`src/core/sis_pkg.sv`:
```
package sis_pkg;
   // register map
   localparam logic [11:0] SIS_ADDR_CTRL_STATUS = 12'h000;
   localparam logic [11:0] SIS_ADDR_RESET_CAUSE = 12'h004;
   localparam logic [11:0] SIS_ADDR_IRQ_INFO = 12'h008;
   // field positions
   localparam int SIS_BIT_IRQ_ENABLE = 6;
   localparam int SIS_BIT_WARN_FLAG = 5;
   localparam int SIS_BIT_BROWNOUT = 4;
   localparam int SIS_BIT_WATCHDOG = 0;
   // reset values
   localparam logic [7:0] SIS_CTRL_RESET = 8'h00;
   // interrupt vector
   localparam logic [7:0] SIS_IRQ_VECTOR = 8'h0b;
   localparam logic [15:0] SIS_IRQ_VEC_ADDR = 16'hffe4;
   // time in ns the reset pin is held low after a brownout ends, the clock period, and the hold in cycles
   localparam int SIS_PIN_HOLD_NS = 500;
   localparam int SIS_CLK_NS = 100;
   localparam logic [3:0] SIS_PIN_HOLD_CYC = 4'((SIS_PIN_HOLD_NS + SIS_CLK_NS - 1) / SIS_CLK_NS);

   typedef enum logic [1:0] {
      SIS_SRC_PIN,
      SIS_SRC_WATCHDOG,
      SIS_SRC_BROWNOUT
   } sis_src_t;

   // reset events seen by the block
   typedef struct packed {
      logic brownout;
      logic watchdog;
   } sis_rst_evt_t;

   // apb request
   typedef struct packed {
      logic sel;
      logic enable;
      logic write;
      logic [11:0] addr;
      logic [31:0] wdata;
   } sis_apb_req_t;
endpackage

```
`src/core/sis_sync.sv`:
```
module sis_sync
   import sis_pkg::*;
(
   // clock and reset
   input wire logic pclk,
   input wire logic presetn,
   // level in and out
   input wire logic d,
   output logic q
);
   logic meta;

   always_ff @(posedge pclk or negedge presetn) begin
      if (!presetn) begin
         meta <= 1'b0;
         q <= 1'b0;
      end else begin
         meta <= d;
         q <= meta;
      end
   end
endmodule

```
`src/core/sis_pin_hold.sv`:
```
module sis_pin_hold
   import sis_pkg::*;
(
   // clock and reset
   input wire logic pclk,
   input wire logic presetn,
   // brownout level
   input wire logic brownout_active,
   // reset pin drive
   output logic pin_oe
);
   logic [3:0] cnt;
   logic [3:0] next_cnt;

   assign next_cnt = brownout_active ? SIS_PIN_HOLD_CYC : (cnt != 4'h0 ? cnt - 4'h1 : 4'h0);

   always_ff @(posedge pclk or negedge presetn) begin
      if (!presetn) begin
         cnt <= 4'h0;
         pin_oe <= 1'b0;
      end else begin
         cnt <= next_cnt;
         pin_oe <= brownout_active || (next_cnt != 4'h0);
      end
   end
endmodule

```
`src/core/sis_top.sv`:
```
// Function
// - enable set: warning flag change requests interrupt
// - pending cleared on interrupt entry
// - warning flag read-only, 1 means below threshold
// - brownout flag meaningless when detector disabled
// - watchdog flag set by hardware, cleared writing zero
// - brownout reset also clears watchdog flag
// - reset source decoded from both flags
// - writable control bits reset to zero
// - vector 11, lowest priority, no halt wake
// - warning detector active only with brownout enabled
// - brownout holds reset pin low
//
// Implementation choices: the register offsets and the APB register port.
module sis_top
   import sis_pkg::*;
(
   // apb
   input wire logic pclk,
   input wire logic presetn,
   input wire logic psel,
   input wire logic penable,
   input wire logic pwrite,
   input wire logic [11:0] paddr,
   input wire logic [31:0] pwdata,
   output logic [31:0] prdata,
   output logic pready,
   output logic pslverr,
   // analog and option inputs
   input wire logic supply_warn_cmp,
   input wire logic brownout_enable,
   input wire logic brownout_event,
   input wire logic watchdog_event,
   // interrupt controller
   input wire logic irq_ack,
   input wire logic cpu_halted,
   output logic irq_req,
   output logic irq_wake,
   output logic [7:0] irq_vector,
   // reset pin, open drain
   input wire logic reset_pin_in,
   output logic reset_pin_out,
   output logic reset_pin_oe
);
   ////////////////////////////////////////////////////////////
   logic irq_enable;
   logic brownout_flag;
   logic watchdog_flag;
   logic warn_sync;
   logic warn_prev;
   logic warn_flag;
   logic pending;
   logic pin_oe;
   sis_rst_evt_t evt;
   sis_apb_req_t req;

   assign evt = '{brownout: brownout_event, watchdog: watchdog_event};
   assign req = '{sel: psel, enable: penable, write: pwrite, addr: paddr, wdata: pwdata};

   sis_sync u_sync (
      .pclk(pclk),
      .presetn(presetn),
      .d(supply_warn_cmp),
      .q(warn_sync)
   );

   sis_pin_hold u_hold (
      .pclk(pclk),
      .presetn(presetn),
      .brownout_active(evt.brownout),
      .pin_oe(pin_oe)
   );

   ////////////////////////////////////////////////////////////
   // decode
   wire setup = req.sel && !req.enable;
   // writes land at the access edge, when pready is sampled high
   wire access = req.sel && req.enable && pready;
   wire wr = access && req.write;
   wire hit_ctrl = req.addr == SIS_ADDR_CTRL_STATUS;
   wire hit_cause = req.addr == SIS_ADDR_RESET_CAUSE;
   wire hit_info = req.addr == SIS_ADDR_IRQ_INFO;
   wire mapped = hit_ctrl || hit_cause || hit_info;
   wire wr_ctrl = wr && hit_ctrl;
   wire warn_active = brownout_enable && warn_sync;
   wire toggle = brownout_enable && (warn_sync != warn_prev);
   wire ack = irq_ack && pending;
   wire [7:0] ctrl_val = {1'b0, irq_enable, warn_flag, brownout_flag, 3'b000, watchdog_flag};
   wire sis_src_t src = brownout_flag ? SIS_SRC_BROWNOUT : (watchdog_flag ? SIS_SRC_WATCHDOG : SIS_SRC_PIN);
   wire [31:0] rd_val = hit_ctrl ? {24'h0, ctrl_val} :
                        hit_cause ? {30'h0, src} :
                        hit_info ? {16'h0, SIS_IRQ_VEC_ADDR} : 32'h0;
   // brownout flag: event wins over software clear
   wire next_brownout = evt.brownout ? 1'b1 :
                        (wr_ctrl && !req.wdata[SIS_BIT_BROWNOUT]) ? 1'b0 : brownout_flag;
   wire next_watchdog = evt.brownout ? 1'b0 :
                        evt.watchdog ? 1'b1 :
                        (wr_ctrl && !req.wdata[SIS_BIT_WATCHDOG]) ? 1'b0 : watchdog_flag;
   wire next_pending = (irq_enable && toggle) ? 1'b1 : (ack ? 1'b0 : pending);

   ////////////////////////////////////////////////////////////
   // registers
   always_ff @(posedge pclk or negedge presetn) begin
      if (!presetn) begin
         irq_enable <= SIS_CTRL_RESET[SIS_BIT_IRQ_ENABLE];
         brownout_flag <= SIS_CTRL_RESET[SIS_BIT_BROWNOUT];
         watchdog_flag <= SIS_CTRL_RESET[SIS_BIT_WATCHDOG];
         warn_prev <= 1'b0;
         warn_flag <= 1'b0;
         pending <= 1'b0;
      end else begin
         if (wr_ctrl) begin
            irq_enable <= req.wdata[SIS_BIT_IRQ_ENABLE];
         end
         brownout_flag <= next_brownout;
         watchdog_flag <= next_watchdog;
         warn_prev <= warn_sync;
         warn_flag <= warn_active;
         pending <= next_pending;
      end
   end

   // apb answer and outputs
   always_ff @(posedge pclk or negedge presetn) begin
      if (!presetn) begin
         prdata <= 32'h0;
         pready <= 1'b0;
         pslverr <= 1'b0;
         irq_req <= 1'b0;
         irq_wake <= 1'b0;
         irq_vector <= 8'h00;
         reset_pin_out <= 1'b0;
         reset_pin_oe <= 1'b0;
      end else begin
         pready <= setup;
         pslverr <= setup && !mapped;
         prdata <= (setup && !req.write) ? rd_val : 32'h0;
         irq_req <= next_pending;
         irq_wake <= 1'b0;
         irq_vector <= SIS_IRQ_VECTOR;
         reset_pin_out <= 1'b0;
         reset_pin_oe <= pin_oe;
      end
   end

   ////////////////////////////////////////////////////////////
   // checks
   a_toggle_pend: assert property (@(posedge pclk) disable iff (!presetn)
      (irq_enable && toggle) |=> pending) else $error("toggle did not set pending");
   a_ack_clear: assert property (@(posedge pclk) disable iff (!presetn)
      (ack && !(irq_enable && toggle)) |=> !pending) else $error("ack did not clear pending");
   a_warn_follow: assert property (@(posedge pclk) disable iff (!presetn)
      1'b1 |=> (warn_flag == $past(warn_active))) else $error("warn flag stale");
   a_bo_set: assert property (@(posedge pclk) disable iff (!presetn)
      evt.brownout |=> brownout_flag) else $error("brownout flag not set");
   a_wd_clear: assert property (@(posedge pclk) disable iff (!presetn)
      (wr_ctrl && !req.wdata[0] && !evt.watchdog && !evt.brownout) |=> !watchdog_flag)
      else $error("watchdog flag not cleared");
   a_bo_wd_clr: assert property (@(posedge pclk) disable iff (!presetn)
      evt.brownout |=> !watchdog_flag) else $error("brownout left watchdog flag");
   a_no_wake: assert property (@(posedge pclk) disable iff (!presetn)
      cpu_halted |-> !irq_wake) else $error("wake from halt");
   a_pin_hold: assert property (@(posedge pclk) disable iff (!presetn)
      evt.brownout |-> ##2 reset_pin_oe [*2]) else $error("reset pin not held");
   a_gate_det: assert property (@(posedge pclk) disable iff (!presetn)
      !brownout_enable |=> !warn_flag) else $error("warn flag with detector off");
   a_pready: assert property (@(posedge pclk) disable iff (!presetn)
      setup |=> pready) else $error("no answer");
endmodule

```
`config.mk`:
```
export PLATFORM = sky130hd
export DESIGN_NAME = sis_top
export DESIGN_NICKNAME = d
export VERILOG_FILES = /design/src/core/sis_pkg.sv /design/src/core/sis_sync.sv /design/src/core/sis_pin_hold.sv /design/src/core/sis_top.sv
export SDC_FILE = /design/constraint.sdc
export NUM_CORES = 1
export LEC_CHECK = 0
export BUFFER_PORTS_ARGS = -buffer_cell sky130_fd_sc_hd__buf_2
export CORE_ASPECT_RATIO = 1.75
export CORE_MARGIN = 1
export CORE_UTILIZATION = 41
export CTS_CLUSTER_SIZE = 8
export DETAILED_ROUTE_END_ITERATION = 8
export HOLD_SLACK_MARGIN = 0.1
export MAX_ROUTING_LAYER = met4
export PLACE_DENSITY = 0.95
export SETUP_SLACK_MARGIN = 0.02
export SLEW_MARGIN = 30
export SYNTH_ARGS = -nofsm -noshare
export SYNTH_HDL_FRONTEND = slang
export SYNTH_SLANG_ARGS = --single-unit
```
`constraint.sdc`:
```
create_clock -name pclk -period 4.2 [get_ports pclk]
set_clock_uncertainty 0.15 [all_clocks]
set_input_delay 0.21 -clock pclk [delete_from_list [all_inputs] [get_ports pclk]]
set_output_delay 0.21 -clock pclk [all_outputs]
set_load 0.02 [all_outputs]
```
==> metrics <==
crit-path max FO 5; CTS H-tree lvls 1; slowest stage delay, CP 0.60 ns; Gate power share 0.182; FF-to-FF setup slack 2.43 ns; Tmin final 2.420 ns; Seq pwr share 0.522; DRT iter0 DRCs 14; Clk network pwr share 0.297; synthesized area per cell 10.52 um^2; WP data required 4.24 ns; Final Max Slew Viols 0; Worst Path Arrival 2.46 ns; sequential-to-total area share from yosys stat 0.4718; RR Startpoint pready; critical path's top delay family buffers and inverters; fillers 261; Via Count 958; Pwr Density 297.4 nW/um^2; register bit count reported by yosys 23; post-synthesis cell type count 28; grt ovf 0; Initial Util 0.4432; CTS tree yes; worst hold margin 0.1198 ns; clk slew on worst S/H paths 0.08 ns; status finished, final reports clean; Post-Synthesis Cells 116; setup tns final 0 ns; Pre-Repair DR Iteration Count 4; core area 2753 um^2; # diodes 0; EDFF count, synth 0; worst IR drop on VDD 261.2 uV; Max Cap Viol 0; RSZ-0062 raised after global routing false; Buf/Inv on CP 4; Clock Tree Root clkbuf_8; final core occ 0.5536; post-DR wirelength/cell 11.41 um; Post CTS Setup Buffer Count 0; Final Cycle Share 0.5762; Nets 229; first-pass GRT wire length 3.539 mm; Leak Pwr 0.7920 nW; critical-path cell list dlygate4sd3_1 > buf_2 > nor4_4 > dlygate4sd3_1 > nand3_1 > dlygate4sd3_1 > nor2_1; clk buf depth 2; gr usage total 0.1529; switching pwr 0.0001258 W; share of layout cells above drive strength 1 0.3275; CTS buffer count 3; CP startpoint kind input pin; Critical Path Stages 7; worst r2r dst watchdog_flag; relative slew slack 0.6640; sw frac 0.2776; Crit Path Class input pin to flip-flop; FF/Latch Area 575.6 um^2; I/O Buffers 46; hold crit path type input pin to flip-flop; Die W 43.24 um; Die Ht 74.16 um; num ports 102; DRC errors left 0; Multi-input gate area 445.4 um^2; vias in the first global route 852; endpoints failing setup 0; clk sinks 23; pin count of the biggest net entering global routing 24; P_int 0.0003274 W; synthesized area 1220 um^2; DRT Wirelength 2.259 mm; FF-to-FF path depth 4; worst-skew pair later-pin latency 0.26 ns; Most common cell on crit path dlygate4sd3_1; asr flop ratio synth 1.000; post-route antenna net violation count 0; initial antenna violation count 0; Critical Path Sink prdata[1]; max frequency 0.4132 GHz; Top FF cell, synth dfrtp_1; CP Launch Point paddr[6]; via/cell ratio 4.838; Cell Rows 25; CP endpoint kind flip-flop; worst slew pin tran 0.5040 ns; die area 3206 um^2; GP Congestion 0.7966; yosys warns 0; CP max-delay cell dlygate4sd3_1; Layout area overhead 24.92%; final hold vios 0; dpl hpwl 1.584 mm
-- registers in the layout, summed over array words and instances, names as in the netlist --
register       cells
prdata             6
u_hold.cnt         4
brownout_flag      1
irq_enable         1
irq_req            1
irq_vector         1
pready             1
pslverr            1
reset_pin_oe       1
u_hold.pin_oe      1
u_sync.meta        1
u_sync.q           1
warn_flag          1
warn_prev          1
watchdog_flag      1
-- timing repair --
action,4_1_cts,5_1_grt
endpoints found under the hold margin,37,0
endpoints found under the setup margin,0,0
hold buffers,17,0
resized for setup,0,0
-- routing by layer --
metal | GRT usage | part of all wire | vias to the layer above
met5 | - | 0 | -
met4 | 0.09428 | 0.036 | 0
met3 | 0.01699 | 0.056 | 8
met2 | 0.2985 | 0.58 | 49
met1 | 0.1302 | 0.32 | 459
li1 | - | - | 442
-- worst min path at each step --
stage / startpoint / to / slack, ns / cells after the start
2_1_floorplan: presetn / brownout_flag / -0.24 / 0
3_3_place_gp: presetn / u_hold.cnt[2] / 0.05 / 1
3_5_place_dp: presetn / u_sync.meta / 0.05 / 1
4_1_cts: paddr[0] / prdata[1] / 0.12 / 4
5_1_grt: paddr[1] / prdata[1] / 0.15 / 4
6_report: paddr[0] / prdata[1] / 0.12 / 4
-- cells in the final DEF, fill, tap and decap left out, types with 2 or more instances in the layout --
| master | count |
|---|---|
| a21oi_1 | 2 |
| nand4_1 | 3 |
| nand2_1 | 2 |
| buf_2 | 46 |
| dlygate4sd3_1 | 17 |
| dfrtp_1 | 23 |
| inv_1 | 6 |
| nand3_1 | 3 |
| conb_1 | 25 |
| o21ai_0 | 2 |
| nor4_4 | 2 |
| clkbuf_8 | 3 |
| nor3_1 | 4 |
| nor2_1 | 12 |
| and2_1 | 2 |
| nor3b_1 | 3 |
| a31oi_1 | 2 |
-- synthesized netlist by cell type, types with 2 or more instances --
| master | instances | area share |
|---|---|---|
| a21oi_1 | 2 | 0.0082 |
| conb_1 | 2 | 0.0062 |
| inv_1 | 6 | 0.018 |
| nor3b_1 | 3 | 0.018 |
| nand2_1 | 2 | 0.0062 |
| buf_4 | 35 | 0.22 |
| and2_1 | 2 | 0.010 |
| nor3_1 | 4 | 0.016 |
| dfrtp_1 | 23 | 0.47 |
| o21ai_0 | 2 | 0.0082 |
| nand3_1 | 3 | 0.012 |
| nor4_4 | 2 | 0.035 |
| a31oi_1 | 2 | 0.010 |
| nand4_1 | 3 | 0.015 |
| nor2_1 | 12 | 0.037 |
-- worst reg2reg max path: cells and delay by family, from the launching register on --
kind | cells | cell delay [ns]
buffers and inverters | 1 | 0.56
AND/OR/NAND/NOR | 2 | 0.54
flip-flops | 1 | 0.34
AO/OA/AOI/OAI | 1 | 0.08
-- per-stage QoR --
stage | total power [W] | std cells | setup slack, ns | area (um^2)
after floorplan | 0.0003013 | 139 | 2.640 | 1306
after global placement | 0.0003091 | 177 | 2.562 | 1308
after detailed placement | 0.0003122 | 177 | 2.472 | 1308
after CTS | 0.0004556 | 198 | 1.832 | 1524
after global routing | 0.0004720 | 198 | 1.725 | 1524
final | 0.0004532 | 198 | 1.780 | 1524
-- power groups by stage --
| stage | Sequential, W | Combinational [W] | Clock [W] |
|---|---|---|---|
| 6_report | 0.000237 | 0.0000823 | 0.000134 |
| 5_1_grt | 0.000238 | 0.0000901 | 0.000144 |
| 4_1_cts | 0.000237 | 0.0000817 | 0.000137 |
| 3_5_place_dp | 0.000241 | 0.0000712 | 0 |
| 3_3_place_gp | 0.000240 | 0.0000687 | 0 |
| 2_1_floorplan | 0.000243 | 0.0000582 | 0 |
-- area by class of cell --
| type | instances | share of cell area |
|---|---|---|
| Tap cell | 27 | 0.02217 |
| Clock inverter | 1 | 0.003284 |
| Timing Repair Buffer | 63 | 0.2627 |
| Clock buffer | 3 | 0.02709 |
| Multi-Input combinational cell | 75 | 0.2923 |
| Inverter | 6 | 0.01478 |
| Sequential cell | 23 | 0.3777 |
-- cells by family (layout without fill, tap and decap cells) --
family,Yosys count,count (layout),share of synthesized area
adder cells (fa/ha/maj),1,1,0.01025
flip-flops,23,23,0.4718
AND/OR/NAND/NOR,37,37,0.1990
buffers and inverters,41,73,0.2338
AO/OA/AOI/OAI,9,9,0.05128
multiplexers,2,2,0.02051
other,2,25,0.006156
XOR/XNOR,1,1,0.007181
(Power assumes the default switching activity.)
